$ cat src/include/cal_pkg.sv
// Purpose: Shared constants, types and helpers of the cell converter control block.
// Assumes: 250 MHz system clock, byte-wide register port.
// Notes: All register offsets and field positions live here.
`default_nettype none
package cal_pkg;
    // ********************************************
    // Sizes
    // ********************************************
    localparam int NCH = 6;
    localparam int RAW_W = 24;
    localparam int CORR_W = 16;
    localparam int FRAC_W = 8;
    localparam int TALLY_W = 14;
    localparam int TMR_W = 20;
    localparam int TC_SHIFT = 12;
    localparam int LP_BASE_SHIFT = 1;
    // ********************************************
    // Timing
    // ********************************************
    localparam int CLK_MHZ = 250;
    localparam int DLY_STEP_NS = 1000;
    localparam int DLY_STEP_CYC = (DLY_STEP_NS * CLK_MHZ + 999) / 1000;
    localparam int INT_STEP_NS = 100000;
    localparam int INT_STEP_CYC = (INT_STEP_NS * CLK_MHZ + 999) / 1000;
    // ********************************************
    // Register map
    // ********************************************
    localparam logic [7:0] ADR_CONFIG_A = 8'h00;
    localparam logic [7:0] ADR_CONFIG_B = 8'h01;
    localparam logic [7:0] ADR_CHAN_EN = 8'h02;
    localparam logic [7:0] ADR_TRIGGER = 8'h03;
    localparam logic [7:0] ADR_DELAY = 8'h04;
    localparam logic [7:0] ADR_DIAG = 8'h05;
    localparam logic [7:0] ADR_STATUS = 8'h06;
    localparam logic [7:0] ADR_TALLY_H = 8'h07;
    localparam logic [7:0] ADR_TALLY_L = 8'h08;
    localparam logic [7:0] ADR_TCOEF = 8'h09;
    localparam logic [7:0] ADR_RES_BASE = 8'h10;
    localparam logic [7:0] ADR_RES_END = 8'h40;
    localparam logic [2:0] OFS_H = 3'h0;
    localparam logic [2:0] OFS_L = 3'h1;
    localparam logic [2:0] OFS_HF = 3'h2;
    localparam logic [2:0] OFS_LF = 3'h3;
    localparam logic [2:0] OFS_HU = 3'h4;
    localparam logic [2:0] OFS_MU = 3'h5;
    localparam logic [2:0] OFS_LU = 3'h6;
    // Field positions.
    localparam int DECIM_LSB = 0;
    localparam int CORNER_LSB = 2;
    localparam int REPEAT_BIT = 0;
    localparam int INTERVAL_LSB = 1;
    localparam int TRIG_BIT = 0;
    localparam int FSRC_BIT = 0;
    localparam int RAWF_BIT = 1;
    localparam int ACTIVE_BIT = 0;
    localparam int VALID_BIT = 1;
    // Reset and marker values.
    localparam logic [7:0] CONFIG_A_RST = 8'h00;
    localparam logic [7:0] CONFIG_B_RST = 8'h00;
    localparam logic [5:0] CHAN_EN_RST = 6'h00;
    localparam logic [4:0] DELAY_RST = 5'h00;
    localparam logic [7:0] TCOEF_RST = 8'h00;
    localparam logic [15:0] MARK16 = 16'h8000;
    localparam logic [23:0] MARK24 = 24'h800000;
    // ********************************************
    // Types and helpers
    // ********************************************
    typedef enum logic [1:0] {
        CAL_IDLE = 2'b00,
        CAL_DELAY = 2'b01,
        CAL_CONV = 2'b11,
        CAL_GAP = 2'b10
    } cal_state_t;

    // Die temperature correction; a raw count is 1/256 of a corrected count.
    function automatic logic [CORR_W-1:0] cal_correct(input logic [RAW_W-1:0] raw,
                                                      input logic [CORR_W-1:0] temp,
                                                      input logic [7:0] coef);
        logic signed [RAW_W-1:0] t;
        logic signed [RAW_W-1:0] c;
        logic signed [RAW_W-1:0] prod;
        t = RAW_W'($signed(temp));
        c = RAW_W'($signed(coef));
        prod = t * c;
        return raw[RAW_W-1:RAW_W-CORR_W] + CORR_W'(prod >>> TC_SHIFT);
    endfunction : cal_correct
endpackage : cal_pkg
`default_nettype wire

$ cat src/include/cal_timer_if.sv
// Purpose: Load and expiry signals between the sequencer and its timer.
// Assumes: Single clock domain.
// Notes: A load of N expires N cycles later.
`timescale 1ns/100ps
`default_nettype none
interface cal_timer_if import cal_pkg::*; ();
    logic load;
    logic [TMR_W-1:0] count;
    logic done;
    modport ctl (output load, output count, input done);
    modport tmr (input load, input count, output done);
endinterface : cal_timer_if
`default_nettype wire

$ cat src/rtl/cal_conv_timer.sv
// Purpose: Down counter for the trigger delay and the repeat interval.
// Assumes: Loads never carry zero.
// Notes: Done is high in the cycle the count reaches one.
`timescale 1ns/100ps
`default_nettype none
module cal_conv_timer import cal_pkg::*; (
    // Clock and reset
    input wire logic clk_in,
    input wire logic rst_in,
    // Control
    cal_timer_if.tmr t
);
    logic [TMR_W-1:0] cnt_reg;

    always_ff @(posedge clk_in)
    begin
        if (rst_in)
            cnt_reg <= '0;
        else if (t.load)
            cnt_reg <= t.count;
        else if (cnt_reg != '0)
            cnt_reg <= cnt_reg - TMR_W'(1);
    end

    assign t.done = (cnt_reg == TMR_W'(1)) && !t.load;
endmodule : cal_conv_timer
`default_nettype wire

$ cat src/rtl/cal_lowpass.sv
// Purpose: Single-pole low-pass filter for one channel.
// Assumes: One sample per completed conversion.
// Notes: The state starts at zero, so a fresh run shows an RC-like step.
`timescale 1ns/100ps
`default_nettype none
module cal_lowpass import cal_pkg::*; #(
    parameter int W = RAW_W
) (
    // Clock and reset
    input wire logic clk_in,
    input wire logic rst_in,
    // Samples
    input wire logic sample_valid_in,
    input wire logic [W-1:0] sample_in,
    input wire logic [2:0] corner_sel_in,
    // Output
    output logic [W-1:0] lp_out,
    output logic lp_valid_out
);
    logic signed [W+FRAC_W-1:0] acc_reg;
    logic signed [W+FRAC_W:0] diff;
    logic [3:0] shift;

    always_comb
    begin
        shift = 4'(corner_sel_in) + 4'(LP_BASE_SHIFT);
        diff = $signed({sample_in[W-1], sample_in, FRAC_W'(0)}) - (W + FRAC_W + 1)'(acc_reg);
    end

    always_ff @(posedge clk_in)
    begin
        if (rst_in)
            acc_reg <= '0;
        else if (sample_valid_in)
            acc_reg <= acc_reg + (W + FRAC_W)'(diff >>> shift);
    end

    always_ff @(posedge clk_in)
    begin
        if (rst_in)
            lp_valid_out <= 1'b0;
        else
            lp_valid_out <= sample_valid_in;
    end

    assign lp_out = acc_reg[W+FRAC_W-1:FRAC_W];
endmodule : cal_lowpass
`default_nettype wire

$ cat src/rtl/cal_top.sv
// Purpose: Control and result logic of six simultaneous cell converters.
// Assumes: Converter samples and die temperature arrive on clk_in.
// Notes: Registers are bytes on a plain strobe port.
// Function
// - Three-bit selector sets low-pass corner; higher code halves it.
// - Low-pass acts like an RC stage with a step response.
// - Corrected results are 16 bits in two bytes; raw ones 24 in three.
// - Reading a high byte freezes lower bytes of that value.
// - Die temperature corrects each result; raw and corrected both kept.
// - Filtered corrected kept apart; raw shows filtered when both diag bits set.
// - Corrected count is 190.7349 uV, raw count 0.745 uV.
// - All results are two's complement.
// - Every trigger presets results to 0x8000 and 0x800000.
// - Channel enable powers its level shifter until cleared.
// - Trigger write starts conversion after optional delay.
// - In repeat mode wait the interval, then convert again.
// - Results-valid sets after first set, clears on next trigger.
// - Fourteen-bit tally counts repeat-mode conversions.
// - Clear repeat then trigger gives one last conversion.
// - Config and enable writes ignored while repeating, except the repeat bit.
// - Newest results presented after high byte read.
// - Active status high while converters run.
// - Trigger during conversion abandons it and restarts.
// - Die temperature converter shares the decimation setting.
//
// Chosen here: the strobed register port and the address map.
`timescale 1ns/100ps
`default_nettype none
module cal_top import cal_pkg::*; #(
    parameter int DLY_STEP = DLY_STEP_CYC,
    parameter int INT_STEP = INT_STEP_CYC
) (
    // Clock and reset
    input wire logic clk_in,
    input wire logic rst_in,
    // Register port
    input wire logic [7:0] addr_in,
    input wire logic [7:0] wr_data_in,
    input wire logic wr_in,
    input wire logic rd_in,
    output logic [7:0] rd_data_out,
    // Converter side
    input wire logic sample_valid_in,
    input wire logic [NCH*RAW_W-1:0] raw_sample_in,
    input wire logic [CORR_W-1:0] die_temp_in,
    output logic conv_start_out,
    output logic conv_run_out,
    output logic [NCH-1:0] level_shift_en_out,
    output logic [1:0] cell_decim_out,
    output logic [1:0] temp_decim_out
);
    // ********************************************
    // Declarations
    // ********************************************
    cal_state_t state_reg, state_next;
    logic [7:0] config_a_reg;
    logic [7:0] config_b_reg;
    logic [NCH-1:0] chan_en_reg;
    logic [4:0] delay_reg;
    logic [1:0] diag_reg;
    logic [7:0] tcoef_reg;
    logic rep_run_reg;
    logic valid_reg;
    logic [TALLY_W-1:0] tally_reg;
    logic [15:0] shadow_reg;
    logic [7:0] rd_data_reg;
    logic start_reg;
    logic run_reg;
    logic [CORR_W-1:0] corr_res_reg [NCH];
    logic [CORR_W-1:0] filt_res_reg [NCH];
    logic [RAW_W-1:0] raw_res_reg [NCH];
    logic [RAW_W-1:0] lp_y [NCH];
    logic lp_vld [NCH];
    logic trig_wr;
    logic locked;
    logic done_evt;
    logic raw_filtered;
    logic res_hit;
    logic [2:0] res_ch;
    logic [2:0] res_ofs;
    logic [7:0] res_rel;

    cal_timer_if tmr_if ();

    cal_conv_timer u_timer (
        .clk_in (clk_in),
        .rst_in (rst_in),
        .t (tmr_if.tmr)
    );

    assign trig_wr = wr_in && (addr_in == ADR_TRIGGER) && wr_data_in[TRIG_BIT];
    assign locked = rep_run_reg && (state_reg != CAL_IDLE);
    assign done_evt = sample_valid_in && (state_reg == CAL_CONV) && !trig_wr;
    assign raw_filtered = diag_reg[FSRC_BIT] && diag_reg[RAWF_BIT];
    assign res_rel = addr_in - ADR_RES_BASE;
    assign res_ch = res_rel[5:3];
    assign res_ofs = res_rel[2:0];
    assign res_hit = (addr_in >= ADR_RES_BASE) && (addr_in < ADR_RES_END)
                     && (32'(res_ch) < NCH);

    // ********************************************
    // Configuration registers
    // ********************************************
    always_ff @(posedge clk_in)
    begin
        if (rst_in)
        begin
            config_a_reg <= CONFIG_A_RST;
            config_b_reg <= CONFIG_B_RST;
            chan_en_reg <= CHAN_EN_RST;
        end
        else if (!locked)
        begin
            if (wr_in && addr_in == ADR_CONFIG_A)
                config_a_reg <= wr_data_in;
            if (wr_in && addr_in == ADR_CONFIG_B)
                config_b_reg <= wr_data_in;
            if (wr_in && addr_in == ADR_CHAN_EN)
                chan_en_reg <= wr_data_in[NCH-1:0];
        end
        // repeat bit stays writable to stop
        else if (wr_in && addr_in == ADR_CONFIG_B)
            config_b_reg[REPEAT_BIT] <= wr_data_in[REPEAT_BIT];
    end

    always_ff @(posedge clk_in)
    begin
        if (rst_in)
        begin
            delay_reg <= DELAY_RST;
            diag_reg <= '0;
            tcoef_reg <= TCOEF_RST;
        end
        else if (wr_in)
        begin
            if (addr_in == ADR_DELAY)
                delay_reg <= wr_data_in[4:0];
            if (addr_in == ADR_DIAG)
                diag_reg <= wr_data_in[1:0];
            if (addr_in == ADR_TCOEF)
                tcoef_reg <= wr_data_in;
        end
    end

    // ********************************************
    // Conversion sequencer
    // ********************************************
    always_comb
    begin
        state_next = state_reg;
        tmr_if.load = 1'b0;
        tmr_if.count = '0;
        if (trig_wr)
        begin
            if (delay_reg == '0)
                state_next = CAL_CONV;
            else
            begin
                state_next = CAL_DELAY;
                tmr_if.load = 1'b1;
                tmr_if.count = TMR_W'(32'(delay_reg) * DLY_STEP);
            end
        end
        else
        begin
            case (state_reg)
                CAL_DELAY:
                    if (tmr_if.done)
                        state_next = CAL_CONV;
                CAL_CONV:
                    if (done_evt)
                    begin
                        if (rep_run_reg)
                        begin
                            state_next = CAL_GAP;
                            tmr_if.load = 1'b1;
                            tmr_if.count = TMR_W'((32'(config_b_reg[INTERVAL_LSB+:3]) + 1)
                                                  * INT_STEP);
                        end
                        else
                            state_next = CAL_IDLE;
                    end
                CAL_GAP:
                    if (tmr_if.done)
                        state_next = CAL_CONV;
                default:
                    state_next = state_reg;
            endcase
        end
    end

    always_ff @(posedge clk_in)
    begin
        if (rst_in)
            state_reg <= CAL_IDLE;
        else
            state_reg <= state_next;
    end

    always_ff @(posedge clk_in)
    begin
        if (rst_in)
            rep_run_reg <= 1'b0;
        else if (trig_wr)
            rep_run_reg <= config_b_reg[REPEAT_BIT];
    end

    always_ff @(posedge clk_in)
    begin
        if (rst_in)
        begin
            run_reg <= 1'b0;
            start_reg <= 1'b0;
        end
        else
        begin
            run_reg <= (state_next == CAL_CONV);
            start_reg <= (state_next == CAL_CONV) && (state_reg != CAL_CONV || trig_wr);
        end
    end

    // set on completion, clear on trigger
    always_ff @(posedge clk_in)
    begin
        if (rst_in)
            valid_reg <= 1'b0;
        else if (done_evt)
            valid_reg <= 1'b1;
        else if (trig_wr)
            valid_reg <= 1'b0;
    end

    always_ff @(posedge clk_in)
    begin
        if (rst_in)
            tally_reg <= '0;
        else if (done_evt && rep_run_reg)
            tally_reg <= tally_reg + TALLY_W'(1);
    end

    // ********************************************
    // Results
    // ********************************************
    for (genvar i = 0; i < NCH; i++)
    begin : g_ch
        logic [RAW_W-1:0] raw_s;
        logic [CORR_W-1:0] corr_s;
        assign raw_s = raw_sample_in[i*RAW_W+:RAW_W];
        assign corr_s = cal_correct(raw_s, die_temp_in, tcoef_reg);

        cal_lowpass #(.W(RAW_W)) u_lp (
            .clk_in (clk_in),
            .rst_in (rst_in),
            .sample_valid_in (done_evt && chan_en_reg[i]),
            .sample_in (diag_reg[FSRC_BIT] ? raw_s : {corr_s, FRAC_W'(0)}),
            .corner_sel_in (config_a_reg[CORNER_LSB+:3]),
            .lp_out (lp_y[i]),
            .lp_valid_out (lp_vld[i])
        );

        always_ff @(posedge clk_in)
        begin
            if (rst_in || trig_wr)
            begin
                corr_res_reg[i] <= MARK16;
                filt_res_reg[i] <= MARK16;
                raw_res_reg[i] <= MARK24;
            end
            else
            begin
                if (done_evt && chan_en_reg[i])
                    corr_res_reg[i] <= corr_s;
                // raw view carries filter output only with both bits
                if (done_evt && chan_en_reg[i] && !raw_filtered)
                    raw_res_reg[i] <= raw_s;
                else if (lp_vld[i] && raw_filtered)
                    raw_res_reg[i] <= lp_y[i];
                if (lp_vld[i])
                    filt_res_reg[i] <= lp_y[i][RAW_W-1:RAW_W-CORR_W];
            end
        end
    end

    // ********************************************
    // Read port
    // ********************************************
    // high byte read freezes lower bytes
    always_ff @(posedge clk_in)
    begin
        if (rst_in)
            shadow_reg <= '0;
        else if (rd_in && addr_in == ADR_TALLY_H)
            shadow_reg <= {8'h00, tally_reg[7:0]};
        else if (rd_in && res_hit)
        begin
            case (res_ofs)
                OFS_H: shadow_reg <= {8'h00, corr_res_reg[res_ch][7:0]};
                OFS_HF: shadow_reg <= {8'h00, filt_res_reg[res_ch][7:0]};
                OFS_HU: shadow_reg <= raw_res_reg[res_ch][15:0];
                default: shadow_reg <= shadow_reg;
            endcase
        end
    end

    always_ff @(posedge clk_in)
    begin
        if (rst_in || !rd_in)
            rd_data_reg <= 8'h00;
        else if (res_hit)
        begin
            case (res_ofs)
                OFS_H: rd_data_reg <= corr_res_reg[res_ch][15:8];
                OFS_HF: rd_data_reg <= filt_res_reg[res_ch][15:8];
                OFS_HU: rd_data_reg <= raw_res_reg[res_ch][23:16];
                OFS_MU: rd_data_reg <= shadow_reg[15:8];
                OFS_L, OFS_LF, OFS_LU: rd_data_reg <= shadow_reg[7:0];
                default: rd_data_reg <= 8'h00;
            endcase
        end
        else
        begin
            case (addr_in)
                ADR_CONFIG_A: rd_data_reg <= config_a_reg;
                ADR_CONFIG_B: rd_data_reg <= config_b_reg;
                ADR_CHAN_EN: rd_data_reg <= 8'(chan_en_reg);
                ADR_DELAY: rd_data_reg <= 8'(delay_reg);
                ADR_DIAG: rd_data_reg <= 8'(diag_reg);
                ADR_STATUS: rd_data_reg <= 8'({valid_reg, run_reg});
                ADR_TALLY_H: rd_data_reg <= 8'(tally_reg[TALLY_W-1:8]);
                ADR_TALLY_L: rd_data_reg <= shadow_reg[7:0];
                ADR_TCOEF: rd_data_reg <= tcoef_reg;
                default: rd_data_reg <= 8'h00;
            endcase
        end
    end

    // ********************************************
    // Outputs
    // ********************************************
    assign rd_data_out = rd_data_reg;
    assign conv_start_out = start_reg;
    assign conv_run_out = run_reg;
    assign level_shift_en_out = chan_en_reg;
    assign cell_decim_out = config_a_reg[DECIM_LSB+:2];
    assign temp_decim_out = config_a_reg[DECIM_LSB+:2];
endmodule : cal_top
`default_nettype wire

$ cat config.mk
export PLATFORM = sky130hd
export DESIGN_NAME = cal_top
export DESIGN_NICKNAME = d
export VERILOG_FILES = /design/src/include/cal_pkg.sv /design/src/include/cal_timer_if.sv /design/src/rtl/cal_conv_timer.sv /design/src/rtl/cal_lowpass.sv /design/src/rtl/cal_top.sv
export SDC_FILE = /design/constraint.sdc
export NUM_CORES = 2
export LEC_CHECK = 0
export BUFFER_PORTS_ARGS = -buffer_cell sky130_fd_sc_hd__buf_2
export CORE_MARGIN = 3
export CORE_UTILIZATION = 50
export CTS_BUF_LIST = sky130_fd_sc_hd__clkbuf_8
export CTS_CLUSTER_SIZE = 24
export DETAILED_ROUTE_END_ITERATION = 12
export GPL_TIMING_DRIVEN = 1
export PLACE_DENSITY = 0.71
export RECOVER_POWER = 25
export SKIP_CTS_REPAIR_TIMING = 1
export SLEW_MARGIN = 20
export SYNTH_ARGS = -nofsm -noshare
export SYNTH_HDL_FRONTEND = slang
export SYNTH_HIERARCHICAL = 1
export SYNTH_SLANG_ARGS = --single-unit
$ cat constraint.sdc
create_clock -name clk_in -period 16.63 [get_ports clk_in]
set_input_delay 3.326 -clock clk_in [delete_from_list [all_inputs] [get_ports clk_in]]
set_output_delay 3.326 -clock clk_in [all_outputs]
set_load 0.03 [all_outputs]
==> flow_metrics.env <==
export IMPL_synth_seq_area_share_pct=22.92
export IMPL_ys_seq_elements=635
export IMPL_worstRegToRegCells=45
export IMPL_p_sw_w=0.001384
export IMPL_drive_above_1_share_pct=10.38
export IMPL_max_cap_viol_count=10
export IMPL_layout_commonest_cell="nor2_1"
export IMPL_clkTransAtPathRegs_ps=70
export IMPL_arrival_ps=15240
export IMPL_max_freq_mhz=68.42
export IMPL_drtPass1Iterations=12
export IMPL_grt_overflow_total=0
export IMPL_path_class="in2reg"
export IMPL_crit_fanout=8
export IMPL_cts_root_buf="clkbuf_8"
export IMPL_p_clk_share_pct=38.3
export IMPL_path_common_cell="o21ai_0"
export IMPL_status="finished with violations"
export IMPL_layout_nets=9034
export IMPL_ios=201
export IMPL_ir_worst_vdd_mv=0.06140
export IMPL_place_inst=9922
export IMPL_tightest_slew_ps=3643
export IMPL_setup_violations=0
export IMPL_p_int_w=0.002933
export IMPL_core_area_um2=138300
export IMPL_cts_tree="done"
export IMPL_grt_pass1_wl_mm=364.3
export IMPL_report_final_slew_viol_count=426
export IMPL_swShare_pct=32.06
export IMPL_min_path_cells=2
export IMPL_async_flop_share_pct=0
export IMPL_synth_avg_cell_area_um2=8.383
export IMPL_grt_max_degree=152
export IMPL_wirelength_mm=242.0
export IMPL_skew_ps=47.12
export IMPL_place_congestion=1.044
export IMPL_rows=136
export IMPL_area_growth_pct=5.390
export IMPL_multi_input_area_um2=49560
export IMPL_start_kind="input pin"
export IMPL_seqPwrFrac_pct=40.4
export IMPL_period_minus_slack_ps=14620
export IMPL_critPathSlowestCell="xor2_2"
export IMPL_hold_path_class="reg2reg"
export IMPL_drcViolationCount=2
export IMPL_seq_area_um2=16080
export IMPL_violations="DRC, capacitance limit, slew limit"
export IMPL_synth_flop_cell="edfxtp_1"
export IMPL_initial_core_util_pct=50.71
export IMPL_cp_slowest_stage_delay_ps=830
export IMPL_fin_util_pct=53.44
export IMPL_netlist_area_um2=70150
export IMPL_fin_crit_sh_pct=87.89
export IMPL_largest_reg_flops=192
export IMPL_tns_ps=0
export IMPL_grt_pass1_vias=60080
export IMPL_power_density_nw_per_um2=58.40
export IMPL_cts_num_sinks=635
export IMPL_critPathCaptureType="register"
export IMPL_cts_buffer_depth=3
export IMPL_synth_edf_count=336
export IMPL_synth_cells=8368
export IMPL_die_width_um=380.6
export IMPL_grt_usage_pct=31.99
export IMPL_port_buffers=200
export IMPL_n_fill_cell=12870
export IMPL_viasPerCell=6.471
export IMPL_finalNonFillerCells=10160
export IMPL_rsz0062_at_grt="no"
export IMPL_dpl_hpwl_mm=187.7
export IMPL_cts_buffers=116
export IMPL_antenna_found_initial=37
export IMPL_die_area_um2=144800
export IMPL_critPathRequiredTime_ps=17250
export IMPL_final_cell_mix="710 x nor2_1, 693 x nand2_1, 639 x a21oi_1, 551 x ha_1, 479 x inv_1"
export IMPL_worst_skew_pair_late_latency_ps=850
export IMPL_ant_nets=0
export IMPL_die_y_um=380.6
export IMPL_drt_iter0_markers=7567
export IMPL_route_vias_total=65770
export IMPL_hold_viol_final=0
export IMPL_p_comb_share_pct=21.3
export IMPL_yosysWarnings=6
export IMPL_leakagePower_nw=30.59
export IMPL_synth_cell_types=136
export IMPL_htreeDepth=3
export IMPL_post_drt_wl_per_cell_um=23.82
export IMPL_slew_headroom_pct=-142.9
worst max-delay path, delay by kind of cell:
kind / cells / cell delay (ps)
AOI/OAI and AO/OA: 21 / 4970
buffers and inverters: 2 / 220
xor gates and xnor gates: 2 / 1040
and+or+nand+nor: 9 / 1370
adders and majority gates: 9 / 3880
muxes: 2 / 400
cells in the mapped netlist (all sizes together), types with 69 or more instances:
cell type	number	area share, %
ha	552	9.8
clkbuf	340	1.8
xor2	198	2.5
a21o	166	1.8
fa	124	3.5
nor3	205	1.5
edfxtp	336	14
nand3	178	1.3
mux2i	326	4.7
a22o	145	1.8
inv	465	2.5
a21oi	650	4.7
o21ai	478	3.4
buf	259	2.4
and2	188	1.7
o211ai	81	0.90
nor2b	89	0.79
nor2	719	3.9
nand2b	71	0.63
and3	154	1.4
a211oi	172	2.0
mux4	133	4.3
o21a	74	0.79
a31oi	71	0.68
xnor2	204	2.5
nand2	698	3.8
o31ai	69	0.81
dfxtp	299	8.5
final timing paths:
path                                                 to                    startpoint  slack (ps)
hold reg to reg                rep_run_reg$_SDFFE_PP0P_  config_b_reg[0]$_SDFFE_PP0P_         500
setup / recovery  g_ch[5].u_lp/acc_reg[28]$_SDFFE_PP0P_                die_temp_in[6]        2010
setup reg to reg  g_ch[5].u_lp/acc_reg[28]$_SDFFE_PP0P_     tcoef_reg[7]$_SDFFE_PP0P_        3780
hold / removal                 rep_run_reg$_SDFFE_PP0P_  config_b_reg[0]$_SDFFE_PP0P_         500
final cells by class:
| type | instances | area share [%] |
|---|---|---|
| antenna | 22 | 0.07447 |
| clock buffer | 126 | 2.346 |
| clock inverter | 93 | 1.031 |
| inverter | 471 | 2.391 |
| multi-input combinational | 6664 | 67.04 |
| sequential | 635 | 21.76 |
| tap | 1863 | 3.153 |
| timing repair buffer | 289 | 2.212 |
routing by layer:
layer | share of wire [%] | vias up | global-route usage [%] | routed length, um
met4 | 5.6 | 20 | 15.51 | 13530
met1 | 41 | 31310 | 44.33 | 100000
met5 | 0.063 | - | 0 | 153
li1 | - | 30380 | - | -
met2 | 42 | 3464 | 47.41 | 101600
met3 | 11 | 596 | 6.582 | 26750
per-stage QoR:
step / hold slack [ps] / cell area [um^2] / setup slack, ps / power (W)
3_3_place_gp: 468.1 / 71450 / 1698 / 0.002653
5_1_grt: 511.9 / 73900 / 1252 / 0.004481
6_report: 498.3 / 73930 / 2014 / 0.004317
4_1_cts: 494.7 / 73950 / 2327 / 0.004311
3_5_place_dp: 477.4 / 71450 / 1475 / 0.002664
2_1_floorplan: 434.3 / 70150 / 3229 / 0.002388
logic make-up (layout without fill, tap and decap cells):
logic type / after synthesis / count (layout) / share of synthesized area [%]
simple gates: 2673 / 2673 / 18.95
compound gates: 2397 / 2397 / 23.12
buf+inv: 1070 / 979 / 6.728
xor+xnor: 406 / 406 / 5.155
fa+ha+maj: 676 / 676 / 13.38
other cells: 1 / 24 / 0.005346
mux: 510 / 510 / 9.740
flops: 635 / 635 / 22.92
power groups by stage:
stage	sequential (W)	clock, W	combinational (W)
4_1_cts	0.00174	0.00168	0.000895
3_3_place_gp	0.00177	0	0.000880
3_5_place_dp	0.00177	0	0.000891
5_1_grt	0.00175	0.00174	0.000993
6_report	0.00174	0.00165	0.000921
2_1_floorplan	0.00175	0	0.000639
No activity file was read; power rests on OpenSTA's default activity.
